===== config.mk =====
export PLATFORM = sky130hd
export DESIGN_NAME = timebase_ctrl_status
export DESIGN_NICKNAME = d
export VERILOG_FILES = /design/src/shared/timebase_pkg.sv /design/src/shared/sync_evt_if.sv /design/src/hw/timebase_ctrl_status.sv /design/src/hw/sync_in_filter.sv
export SDC_FILE = /design/constraint.sdc
export NUM_CORES = 1
export LEC_CHECK = 0
export ABC_AREA = 1
export BUFFER_PORTS_ARGS = -buffer_cell sky130_fd_sc_hd__buf_2
export CAP_MARGIN = 10
export CORE_ASPECT_RATIO = 1.1
export CORE_MARGIN = 8
export CORE_UTILIZATION = 50
export DETAILED_ROUTE_END_ITERATION = 10
export GPL_ROUTABILITY_DRIVEN = 0
export MAX_ROUTING_LAYER = met4
export PLACE_DENSITY = 0.74
export SETUP_SLACK_MARGIN = 0.2
export SKIP_LAST_GASP = 1
export SYNTH_ARGS = -nofsm -noshare
export SYNTH_HDL_FRONTEND = slang
export SYNTH_SLANG_ARGS = --single-unit

===== constraint.sdc =====
create_clock -name clk -period 3.9 [get_ports clk]
set_clock_uncertainty 0.2 [all_clocks]
set_input_delay 0.78 -clock clk [delete_from_list [all_inputs] [get_ports clk]]
set_output_delay 0.78 -clock clk [all_outputs]
set_load 0.01 [all_outputs]

===== src/shared/timebase_pkg.sv =====
// constants, field layout and mode encoding of the time-base control/status slice
// assumes a 32-bit apb register bus and a 16-bit counter on a single clock
//
// Overview of operation
// - phase load enable clear: sync events never load the counter from phase.
// - phase load enable set: any sync, external or forced, loads phase into counter.
// - mode 00 counts up, 01 down, 10 up then down, 11 freezes.
// - count mode resets to 11, counter frozen until software picks a mode.
// - mode change acts at the next tick, counting on from the held value.
// - max flag, status bit 2, sets when counter is 0xffff and sticks.
// - sync flag, status bit 1, sets on external sync and sticks.
// - writing 1 clears a sticky flag, writing 0 leaves it alone.
// - direction bit 0 reads 1 while counting up, 0 while counting down.
// - direction bit resets to 1, meaningless until a counting mode is chosen.
// - writing 1 to soft sync force makes one sync pulse; bit reads 0.
package timebase_pkg;

  // ----------------------------------------------------------------
  // register offsets (byte addresses)
  // ----------------------------------------------------------------
  localparam logic [7:0]  CTRL_OFFSET   = 8'h00;
  localparam logic [7:0]  STATUS_OFFSET = 8'h04;
  localparam logic [7:0]  PHASE_OFFSET  = 8'h08;
  localparam logic [7:0]  COUNT_OFFSET  = 8'h0c;
  localparam logic [7:0]  MASK_OFFSET   = 8'h10;

  // ----------------------------------------------------------------
  // field positions
  // ----------------------------------------------------------------
  localparam int          MODE_LSB      = 0;
  localparam int          PHASE_EN_BIT  = 2;
  localparam int          SOFT_SYNC_BIT = 6;
  localparam int          DIR_BIT       = 0;
  localparam int          SYNC_FLAG_BIT = 1;
  localparam int          MAX_FLAG_BIT  = 2;

  // ----------------------------------------------------------------
  // modes and reset values
  // ----------------------------------------------------------------
  typedef enum logic [1:0] {
    MODE_UP     = 2'h0,
    MODE_DOWN   = 2'h1,
    MODE_UPDOWN = 2'h2,
    MODE_FREEZE = 2'h3
  } count_mode_e;

  localparam count_mode_e MODE_RESET     = MODE_FREEZE;
  localparam logic        DIR_RESET      = 1'b1;
  localparam logic        PHASE_EN_RESET = 1'b0;
  localparam logic [15:0] COUNT_RESET    = 16'h0000;
  localparam logic [15:0] PHASE_RESET    = 16'h0000;
  localparam logic [2:0]  MASK_RESET     = 3'h0;
  localparam logic [15:0] COUNT_MAX      = 16'hffff;
  localparam logic [15:0] COUNT_MIN      = 16'h0000;
  localparam int          SYNC_STAGES    = 3;

endpackage


===== src/shared/sync_evt_if.sv =====
// carrier for the qualified external sync event between the input filter and the counter
// assumes both ends run on the same clock
interface sync_evt_if;
  logic sync_evt;
  modport src (output sync_evt);
  modport dst (input  sync_evt);
endinterface


===== src/hw/timebase_ctrl_status.sv =====
// time-base counter with mode control, phase load on sync and sticky status
// assumes an apb master on clk, a one-cycle timebase_tick from same-clock logic
//
// Design decisions made here: the APB register port and the placing of the registers.
module timebase_ctrl_status
  import timebase_pkg::*;
(
  input  wire logic        clk,
  input  wire logic        rst_n,
  input  wire logic        psel,
  input  wire logic        penable,
  input  wire logic        pwrite,
  input  wire logic [7:0]  paddr,
  input  wire logic [31:0] pwdata,
  output logic      [31:0] prdata,
  output logic             pready,
  output logic             pslverr,
  input  wire logic        timebase_tick,
  input  wire logic        sync_in,
  output logic      [15:0] timebase_count_value,
  output logic             count_direction_flag,
  output logic             irq
);
  import timebase_pkg::*;

  // ----------------------------------------------------------------
  // declarations
  // ----------------------------------------------------------------
  count_mode_e  count_mode_select_q;
  logic         phase_load_enable_q;
  logic         soft_sync_force_q;
  logic [15:0]  phase_value_register_q;
  logic [15:0]  count_q;
  logic [15:0]  count_d;
  logic         dir_q;
  logic         dir_d;
  logic         count_max_latch_q;
  logic         sync_in_latch_q;
  logic [2:0]   mask_q;
  logic [31:0]  prdata_q;
  logic         pready_q;
  logic         setup;
  logic         access;
  logic         hit;
  logic         wr_en;
  logic         sync_any;
  logic         load;
  logic         turn;
  logic         step_up;
  logic [2:0]   flags;
  logic         clr_max;

  sync_evt_if   sync_bus ();

  // ----------------------------------------------------------------
  // address decode and read mux
  // ----------------------------------------------------------------
  function automatic logic reg_hit(input logic [7:0] a);
    reg_hit = (a == CTRL_OFFSET) || (a == STATUS_OFFSET) || (a == PHASE_OFFSET) ||
              (a == COUNT_OFFSET) || (a == MASK_OFFSET);
  endfunction

  function automatic logic is_reg(input logic [7:0] a, input logic [7:0] off);
    is_reg = (a == off);
  endfunction

  assign flags = {count_max_latch_q, sync_in_latch_q, dir_q};

  function automatic logic [31:0] read_word(input logic [7:0] a);
    read_word = 32'h0000_0000;
    if (is_reg(a, CTRL_OFFSET)) begin
      read_word[MODE_LSB +: 2]  = count_mode_select_q;
      read_word[PHASE_EN_BIT]   = phase_load_enable_q;
    end else if (is_reg(a, STATUS_OFFSET)) begin
      read_word[2:0] = flags;
    end else if (is_reg(a, PHASE_OFFSET)) begin
      read_word[15:0] = phase_value_register_q;
    end else if (is_reg(a, COUNT_OFFSET)) begin
      read_word[15:0] = count_q;
    end else if (is_reg(a, MASK_OFFSET)) begin
      read_word[2:0] = mask_q;
    end
  endfunction

  // ----------------------------------------------------------------
  // apb slave
  // ----------------------------------------------------------------
  assign setup   = psel & ~penable;
  assign access  = psel & penable;
  assign hit     = reg_hit(paddr);
  assign pready  = pready_q;
  assign pslverr = access & pready_q & ~hit;
  assign wr_en   = access & pready_q & pwrite & hit;
  assign prdata  = prdata_q;

  always_ff @(posedge clk or negedge rst_n) begin
    if (!rst_n) begin
      pready_q <= 1'b0;
      prdata_q <= 32'h0000_0000;
    end else begin
      pready_q <= setup;
      if (setup && !pwrite) begin
        prdata_q <= read_word(paddr);
      end
    end
  end

  // ----------------------------------------------------------------
  // control, phase and mask registers
  // ----------------------------------------------------------------
  always_ff @(posedge clk or negedge rst_n) begin
    if (!rst_n) begin
      count_mode_select_q <= MODE_RESET;
      phase_load_enable_q <= PHASE_EN_RESET;
    end else if (wr_en && is_reg(paddr, CTRL_OFFSET)) begin
      count_mode_select_q <= count_mode_e'(pwdata[MODE_LSB +: 2]);
      phase_load_enable_q <= pwdata[PHASE_EN_BIT];
    end
  end

  // one-cycle pulse, never stored as readable state
  always_ff @(posedge clk or negedge rst_n) begin
    if (!rst_n) begin
      soft_sync_force_q <= 1'b0;
    end else begin
      soft_sync_force_q <= wr_en & is_reg(paddr, CTRL_OFFSET) & pwdata[SOFT_SYNC_BIT];
    end
  end

  always_ff @(posedge clk or negedge rst_n) begin
    if (!rst_n) begin
      phase_value_register_q <= PHASE_RESET;
    end else if (wr_en && is_reg(paddr, PHASE_OFFSET)) begin
      phase_value_register_q <= pwdata[15:0];
    end
  end

  always_ff @(posedge clk or negedge rst_n) begin
    if (!rst_n) begin
      mask_q <= MASK_RESET;
    end else if (wr_en && is_reg(paddr, MASK_OFFSET)) begin
      mask_q <= pwdata[2:0];
    end
  end

  // ----------------------------------------------------------------
  // sync sources
  // ----------------------------------------------------------------
  sync_in_filter u_sync_in_filter (
    .clk     (clk),
    .rst_n   (rst_n),
    .sync_in (sync_in),
    .evt     (sync_bus.src)
  );

  assign sync_any = sync_bus.sync_evt | soft_sync_force_q;
  assign load     = sync_any & phase_load_enable_q;

  // ----------------------------------------------------------------
  // counter and direction
  // ----------------------------------------------------------------
  assign turn    = dir_q ? (count_q == COUNT_MAX) : (count_q == COUNT_MIN);
  assign step_up = dir_q ^ turn;

  always_comb begin
    count_d = count_q;
    dir_d   = dir_q;
    if (load) begin
      count_d = phase_value_register_q;
    end else if (timebase_tick) begin
      case (count_mode_select_q)
        MODE_UP: begin
          count_d = count_q + 16'h0001;
          dir_d   = 1'b1;
        end
        MODE_DOWN: begin
          count_d = count_q - 16'h0001;
          dir_d   = 1'b0;
        end
        MODE_UPDOWN: begin
          count_d = step_up ? count_q + 16'h0001 : count_q - 16'h0001;
          dir_d   = step_up;
        end
        default: begin
          count_d = count_q;
          dir_d   = dir_q;
        end
      endcase
    end
  end

  always_ff @(posedge clk or negedge rst_n) begin
    if (!rst_n) begin
      count_q <= COUNT_RESET;
      dir_q   <= DIR_RESET;
    end else begin
      count_q <= count_d;
      dir_q   <= dir_d;
    end
  end

  assign timebase_count_value = count_q;
  assign count_direction_flag = dir_q;

  // ----------------------------------------------------------------
  // sticky status flags, set wins over clear
  // ----------------------------------------------------------------
  assign clr_max = wr_en & is_reg(paddr, STATUS_OFFSET) & pwdata[MAX_FLAG_BIT];

  always_ff @(posedge clk or negedge rst_n) begin
    if (!rst_n) begin
      count_max_latch_q <= 1'b0;
    end else if (count_q == COUNT_MAX) begin
      count_max_latch_q <= 1'b1;
    end else if (wr_en && is_reg(paddr, STATUS_OFFSET) && pwdata[MAX_FLAG_BIT]) begin
      count_max_latch_q <= 1'b0;
    end
  end

  always_ff @(posedge clk or negedge rst_n) begin
    if (!rst_n) begin
      sync_in_latch_q <= 1'b0;
    end else if (sync_bus.sync_evt) begin
      sync_in_latch_q <= 1'b1;
    end else if (wr_en && is_reg(paddr, STATUS_OFFSET) && pwdata[SYNC_FLAG_BIT]) begin
      sync_in_latch_q <= 1'b0;
    end
  end

  // ----------------------------------------------------------------
  // interrupt
  // ----------------------------------------------------------------
  always_ff @(posedge clk or negedge rst_n) begin
    if (!rst_n) begin
      irq <= 1'b0;
    end else begin
      irq <= |(flags[2:1] & mask_q[2:1]);
    end
  end

  // ----------------------------------------------------------------
  // assertions
  // ----------------------------------------------------------------
  property p_no_load_when_disabled;
    @(posedge clk) disable iff (!rst_n)
      sync_any && !phase_load_enable_q && count_mode_select_q == MODE_FREEZE
      |=> $stable(count_q);
  endproperty
  a_no_load_when_disabled: assert property (p_no_load_when_disabled)
    else $error("counter changed on sync with phase load disabled");

  property p_load_on_sync;
    @(posedge clk) disable iff (!rst_n)
      sync_any && phase_load_enable_q |=> count_q == $past(phase_value_register_q);
  endproperty
  a_load_on_sync: assert property (p_load_on_sync)
    else $error("phase value not loaded on sync");

  property p_up_count;
    @(posedge clk) disable iff (!rst_n)
      timebase_tick && !load && count_mode_select_q == MODE_UP
      |=> count_q == $past(count_q) + 16'h0001;
  endproperty
  a_up_count: assert property (p_up_count)
    else $error("up mode did not increment");

  property p_down_count;
    @(posedge clk) disable iff (!rst_n)
      timebase_tick && !load && count_mode_select_q == MODE_DOWN
      |=> count_q == $past(count_q) - 16'h0001 && !dir_q;
  endproperty
  a_down_count: assert property (p_down_count)
    else $error("down mode did not decrement");

  property p_freeze;
    @(posedge clk) disable iff (!rst_n)
      count_mode_select_q == MODE_FREEZE && !load |=> $stable(count_q) && $stable(dir_q);
  endproperty
  a_freeze: assert property (p_freeze)
    else $error("frozen counter moved");

  property p_max_flag;
    @(posedge clk) disable iff (!rst_n)
      count_q == COUNT_MAX |=> count_max_latch_q ##1 (count_max_latch_q || $past(clr_max));
  endproperty
  a_max_flag: assert property (p_max_flag)
    else $error("max flag not held after reaching 0xffff");

  property p_sync_flag;
    @(posedge clk) disable iff (!rst_n)
      sync_bus.sync_evt |=> sync_in_latch_q;
  endproperty
  a_sync_flag: assert property (p_sync_flag)
    else $error("sync flag not set on external sync");

  property p_w1c_sync;
    @(posedge clk) disable iff (!rst_n)
      wr_en && is_reg(paddr, STATUS_OFFSET) && pwdata[SYNC_FLAG_BIT] && !sync_bus.sync_evt
      |=> !sync_in_latch_q;
  endproperty
  a_w1c_sync: assert property (p_w1c_sync)
    else $error("sync flag not cleared by write one");

  property p_up_dir;
    @(posedge clk) disable iff (!rst_n)
      timebase_tick && !load && count_mode_select_q == MODE_UP |=> dir_q;
  endproperty
  a_up_dir: assert property (p_up_dir)
    else $error("direction not up in up mode");

  property p_soft_pulse;
    @(posedge clk) disable iff (!rst_n)
      soft_sync_force_q |=> !soft_sync_force_q;
  endproperty
  a_soft_pulse: assert property (p_soft_pulse)
    else $error("soft sync longer than one cycle");

  property p_status_reserved;
    @(posedge clk) disable iff (!rst_n)
      setup && !pwrite && is_reg(paddr, STATUS_OFFSET) |=> prdata[31:3] == 29'h0;
  endproperty
  a_status_reserved: assert property (p_status_reserved)
    else $error("reserved status bits not zero");

  property p_turn_at_top;
    @(posedge clk) disable iff (!rst_n)
      timebase_tick && !load && count_mode_select_q == MODE_UPDOWN && dir_q && count_q == COUNT_MAX
      |=> !dir_q && count_q == 16'hfffe;
  endproperty
  a_turn_at_top: assert property (p_turn_at_top)
    else $error("up-down did not reverse at top");

  c_load:     cover property (@(posedge clk) disable iff (!rst_n) load);
  c_turn:     cover property (@(posedge clk) disable iff (!rst_n) $fell(dir_q));
  c_irq:      cover property (@(posedge clk) disable iff (!rst_n) $rose(irq));
  c_max_seen: cover property (@(posedge clk) disable iff (!rst_n) $rose(count_max_latch_q));

endmodule


===== src/hw/sync_in_filter.sv =====
// three-flop synchroniser and rising-edge qualifier for the peer sync input
// assumes sync_in is asynchronous to clk and held for at least three clocks
module sync_in_filter
  import timebase_pkg::*;
(
  input  wire logic        clk,
  input  wire logic        rst_n,
  input  wire logic        sync_in,
  sync_evt_if.src          evt
);

  logic [SYNC_STAGES-1:0] stage_q;
  logic                   level_q;
  logic                   evt_q;
  logic                   agree;

  // ----------------------------------------------------------------
  // synchroniser chain
  // ----------------------------------------------------------------
  always_ff @(posedge clk or negedge rst_n) begin
    if (!rst_n) begin
      stage_q <= '0;
    end else begin
      stage_q <= {stage_q[SYNC_STAGES-2:0], sync_in};
    end
  end

  assign agree = (stage_q[1] == stage_q[2]);

  // ----------------------------------------------------------------
  // agreed level and one-cycle event on its rise
  // ----------------------------------------------------------------
  always_ff @(posedge clk or negedge rst_n) begin
    if (!rst_n) begin
      level_q <= 1'b0;
      evt_q   <= 1'b0;
    end else begin
      if (agree) begin
        level_q <= stage_q[2];
      end
      evt_q <= agree & stage_q[2] & ~level_q;
    end
  end

  assign evt.sync_evt = evt_q;

endmodule


Word-level counts from Yosys, hierarchy flattened

Index checks and enable logic that the tools add are counted.
Widths: inputs -> output; s select.

Register bits: 65
Bits in latches: 0
Memory bits (writable): 0
Memory bits (read-only): 0
Input bits: 47
Output and inout bits: 52
Logic and storage cells: 84
Memories: 0

Add/subtract/negate cells: 2
$mul: 0
Div/mod/pow operators: 0
$lt $le $gt $ge: 0
Equality and inequality tests: 8
Shifts and indexed selects: 0
Mux-type cells: 18
Bitwise operators: 18
Reductions and logical operators: 23

Operator list:

| kind                  | number |
|---|---|
| $mux 16               | 4 |
| $pmux 16 s3           | 1 |
| $mux 13               | 3 |
| $add 16x1->16 const B | 1 |
| $eq 16x16->1 const B  | 1 |
| $eq 8x4->1 const B    | 2 |
| $logic_not 16->1      | 1 |
| $sub 16x1->16 const B | 1 |
| $mux 3                | 4 |
| $and 1x1->1           | 11 |
| $eq 8x3->1 const B    | 1 |
| $eq 8x5->1 const B    | 1 |
| $logic_not 8->1       | 1 |
| $logic_and 1x1->1     | 7 |
| $reduce_bool 2->1     | 3 |
| $mux 1                | 5 |
| $logic_or 1x1->1      | 4 |
| $not 1->1             | 4 |
| $reduce_bool 4->1     | 1 |
| $pmux 1 s3            | 1 |
| $reduce_and 3->1      | 1 |
| $reduce_bool 3->1     | 1 |
| $and 2x2->2           | 1 |
| $eq 2x1->1 const B    | 1 |
| other kinds (8)       | 8 |

Longest topological paths before layout

Word-level depth: 10
Mapped depth: 13
Depth with buffers taken out: 12

Cells and area by module

A second synthesis with hierarchy kept.

Cells, all modules: 573
Area total of the unflattened synthesis: 4207.8 µm²

By module, submodules not included:

| module               | instances | cells an instance | area an instance (µm²) | seq. area each (µm²) |
|---|---|---|---|---|
| timebase_ctrl_status | 1         | 561               | 4047.6                 | 1505.2 |
| sync_in_filter       | 1         | 12                | 160.2                  | 125.1 |

Worst setup path after synthesis

OpenSTA, ideal clock, no wires.

Path type: input to output
From: in paddr[7]
To: out pslverr
Data arrival time: 1.289 ns
Required time: 2.920 ns
Path slack: 1.631 ns
Stages on the path: 6
Path buffers: 0
Cell sequence: nor2_1 > nand2_1 > inv_1 > nand2_1 > o21ai_1 > nor2_1

Cells in the longest elaborated chain, start to end: 7
Elaborated cells between the ends (all ways): 11
Those cells by class: 4 x eq/ne; 2 x bitwise; 5 x reduce/logical

Ends and longest elaborated chain:

| item                                                 | line                       | RTL |
|---|---|---|
| from (decl)                                          | timebase_ctrl_status.sv:13 | `input wire logic [7:0] paddr,` |
| $eq 8x3->1 / $logic_not 8->1 (equally long branches) | timebase_ctrl_status.sv:59 | `reg_hit = (a == CTRL_OFFSET) \|\| (a == STATUS_OFFSET) \|\| (a == PHASE_OFFSET) \|\|` |
| $logic_or 1x1->1 (3 in a row)                        | timebase_ctrl_status.sv:59 |  |
| $logic_or 1x1->1 (*)                                 | timebase_ctrl_status.sv:60 | `(a == COUNT_OFFSET) \|\| (a == MASK_OFFSET);` |
| $not 1->1 (*)                                        | timebase_ctrl_status.sv:92 | `assign pslverr = access & pready_q & ~hit;` |
| $and 1x1->1 (*)                                      | timebase_ctrl_status.sv:92 |  |
| to (decl)                                            | timebase_ctrl_status.sv:17 | `output logic pslverr,` |

Mark *: on every way between the ends. The rest lies on a longest branch, timed or not.

Worst setup path in the final report

From: reg count_mode_select_q[0]
To: reg count_q[2] (netlist: timebase_count_value[2])

Cells in the longest elaborated chain, start to end: 4
Elaborated cells between the ends (all ways): 8
Those cells by class: 2 x eq/ne; 3 x mux; 3 x reduce/logical

Ends and longest elaborated chain:

| item                               | line                        | RTL |
|---|---|---|
| from (decl)                        | timebase_ctrl_status.sv:29  | `count_mode_e count_mode_select_q;` |
| from (signal assigned)             | timebase_ctrl_status.sv:116 | `count_mode_select_q <= count_mode_e'(pwdata[MODE_LSB +: 2]);` |
| $eq 2x2->1 (tied with other cells) | timebase_ctrl_status.sv:171 | `case (count_mode_select_q)` |
| $pmux 16 s3                        | timebase_ctrl_status.sv:171 |  |
| $mux 16                            | timebase_ctrl_status.sv:170 | `end else if (timebase_tick) begin` |
| $mux 16                            | timebase_ctrl_status.sv:168 | `if (load) begin` |
| to (signal assigned)               | timebase_ctrl_status.sv:197 | `count_q <= count_d;` |
| to (decl)                          | timebase_ctrl_status.sv:33  | `logic [15:0] count_q;` |

Parallel ways exist; a longest one is shown, timed or not. The select of a mux whose other input is x is not followed.
A chain may end at the register's enable or synchronous reset.

==> summary.txt <==
STA
  • Worst hold margin: approximately 0.16 ns
  • Max Clock Freq: 376 MHz
  • Final hold vios: 0
  • Worst-Margin Slew: between 0.8 and 0.9 ns
  • Setup TNS: 0 ns
  • Crit path time final: approximately 2.7 ns
  • Period utilization: approximately two thirds
  • Max-slew headroom: approximately two fifths
  • Slew Limit Fails: 0
  • Setup violations, final: 0
  • RSZ-0062 raised after global routing: no

Worst setup path
  • CP Max Fanout: 12
  • Setup crit end kind: register
  • CP arrival: 2.73 ns
  • Startpoint types: register
  • Critical Path RT: around 4.0 ns
  • Critical path class: register to register

Clock network
  • CTS tree: done
  • Clock Path Buffers: 2
  • Cts hold-fix bufs: 0
  • Clk_lat worst skew: 0.34 ns
  • Post-CTS Setup Repair Bufs: 0
  • CTS Buf Count: 9
  • CTS root buf: clkbuf_8
  • CTS Sinks: 65
  • H-tree level count: 3
  • Clk slew on worst S/H paths: 0.07 ns
  • Gates resized, CTS repair: 0

Worst hold path
  • Hold Path Class: register to register

Global route
  • Vias in the first global route: around 3700
  • Overflow after GRT: 0
  • Largest net degree at the start of global routing: 66
  • First-pass GRT wire length: roughly 18000 um
  • Initial antenna violation count: 0
  • Total GRT Usage: 20.2%

Power and ir drop
  • Clock power frac: about a third
  • Switch share: roughly 35%
  • Int Power: between 1 and 1.5 mW
  • Peak VDD IR: between 0.0002 and 0.00025 V
  • LEAKAGE: roughly 2.5 nW
  • Reg power frac: 43.4%
  • Pwr Density: 390 mW/mm2
  • Switching power: about 0.62 mW
  • Comb pwr share: approximately 24%

Yosys
  • Synthesized area: about 0.0041 mm2
  • Synth warnings: 0
  • Complex-gate fraction of the synthesized area: 10.4%
  • XOR/XNOR Fraction of Synth Area: roughly 4.5%
  • Multiplexer area fraction after synthesis: under 10%
  • Synth Area in Adders: under 10%
  • Yosys reg bits: 65
  • Largest family of logic cells by synthesized area: simple AND/OR/NAND/NOR gates
  • Simple-Gate Fraction of Synth Area: 26.6%
  • Synth Area per Inst: about 7.5 um2
  • Post-synthesis sequential area ratio: around two fifths
  • Number of distinct library cells after synthesis: 35
  • Syn Inst Count: approximately 550

Floorplanning
  • Chip Height: 111 um
  • Row Count: 34
  • IO Pins: approximately 100
  • Core area: ~0.008 mm2
  • Initial Util: just over 50%
  • Die width: a little over 100 um
  • Die area: between 0.01 and 0.015 mm2

Detailed routing
  • DR WL/cell: between 15 and 20 um
  • Via count: ~3800
  • Residual DRC: 0
  • Drt first pass iters: 7
  • Post-route ant nets: 0
  • Final WL: ~11000 um
  • Iter 0 DRT Violations: between 400 and 500
  • Vias/cell: 5.28

Finish
  • Multi-input gate area: approximately 0.002 mm2
  • Post-Route Utilization: between 50% and 60%
  • Layout cells sized above 1: 20.5%
  • Nets: 660
  • Fillcell total: 740
  • Inserted Diodes: 0
  • Synthesis-to-finish area growth: 12.4%
  • Fin cells: approximately 720
  • Seq. cell area: between 0.0015 and 0.002 mm2

Placed design
  • Post-DP HPWL: about 8000 um
  • Placed Cells: 702
  • Port bufs: 66

Flow run
  • Max Cap Viol: 0

Run status
  • Run status: finished clean
[sequential cells by signal (all words and copies together) (netlist names), 2 cells and up]
register,cells
phase_value_register_q,16
count_mode_select_q,2
prdata,16
timebase_count_value,16
mask_q,3
u_sync_in_filter.stage_q,3
[layout make-up]
cell class | instances | share of cell area, %
Tap cell | 108 | 2.93
Multi-Input combinational cell | 387 | 43.8
Clock inverter | 5 | 1.22
Clock buffer | 11 | 3.07
Sequential cell | 65 | 35.4
Timing Repair Buffer | 69 | 7.65
Inverter | 73 | 5.94
[power groups by stage]
stage / Combinational, mW / Sequential, mW / Clock [mW]
after global routing: 0.492 / 0.787 / 0.624
after CTS: 0.430 / 0.778 / 0.589
final: 0.436 / 0.781 / 0.581
after global placement: 0.413 / 0.789 / 0
after floorplan: 0.345 / 0.761 / 0
after detailed placement: 0.427 / 0.791 / 0
[synthesized netlist by cell type, drive strengths merged]
cell / instances / area [um2]
nand2: 148 / 603
inv: 73 / 274
dfrtp: 62 / 1550
nor2: 52 / 203
o21ai: 43 / 223
nand3: 40 / 205
buf: 30 / 215
xor2: 20 / 175
o22ai: 18 / 113
mux2: 14 / 158
ha: 8 / 100
a21oi: 7 / 35.0
nor3: 6 / 30.0
clkbuf: 5 / 18.8
nand4: 5 / 37.5
a211oi: 3 / 22.5
dfstp: 3 / 78.8
a22o: 1 / 8.76
conb: 1 / 3.75
nand3b: 1 / 7.51
o21a: 1 / 7.51
o221ai: 1 / 8.76
o31ai: 1 / 7.51
or2: 1 / 6.26
xnor2: 1 / 8.76
[worst paths after layout]
path	cells after the start	end	slack, ns	start
setup / recovery	8	timebase_count_value[2]	1.24	count_mode_select_q[0]
hold / removal	0	u_sync_in_filter.stage_q[1]	0.16	u_sync_in_filter.stage_q[0]
setup reg to reg	8	timebase_count_value[2]	1.24	count_mode_select_q[0]
hold reg to reg	0	u_sync_in_filter.stage_q[1]	0.16	u_sync_in_filter.stage_q[0]
max in group asynchronous	2	phase_value_register_q[4]	2.55	rst_n
min in group asynchronous	2	timebase_count_value[14]	0.40	rst_n
[per-stage QoR]
stage | setup WS, ns | power, mW | area [um2]
after floorplan | 1.63 | 1.11 | 4160
after global placement | 1.36 | 1.20 | 4410
after detailed placement | 1.26 | 1.22 | 4410
after CTS | 1.32 | 1.80 | 4610
after global routing | 1.10 | 1.90 | 4610
final | 1.24 | 1.80 | 4610
[kinds of logic (layout without fill, tap and decap cells)]
family,after synthesis,count (layout)
xor+xnor,21,21
flops,65,65
fa+ha+maj,8,8
buf+inv,108,158
mux,14,14
other cells,1,16
simple gates,253,253
compound gates,75,75
[routing by layer]
layer / vias up / part of all wire [%] / global-route usage, %
li1: 1818 / - / -
met1: 1762 / 44 / 26.7
met2: 185 / 46 / 30.5
met3: 23 / 8.6 / 3.52
met4: 0 / 1.8 / 6.08
met5: - / 0 / -
[critical path, cell delays in order (launching register included)]
cell and delay, ns:
dfstp_2 0.56, inv_1 0.08, ha_1 0.36, inv_1 0.07, nor2_1 0.69, nand2_1 0.24, o21ai_0 0.23, nand2_1 0.08
nand2_1 0.08
[placed cells by master, fill, tap and decap left out, types with 7 or more instances in the layout]
cell type,count
xor2_1,20
nand3_1,39
inv_1,72
mux2_2,14
clkbuf_8,10
ha_1,8
nand2_2,13
buf_2,66
conb_1,16
o22ai_1,18
nand2_1,133
dfrtp_1,62
nor2_1,49
a21oi_1,7
o21ai_0,40
Power figures use the tool's default switching activity.
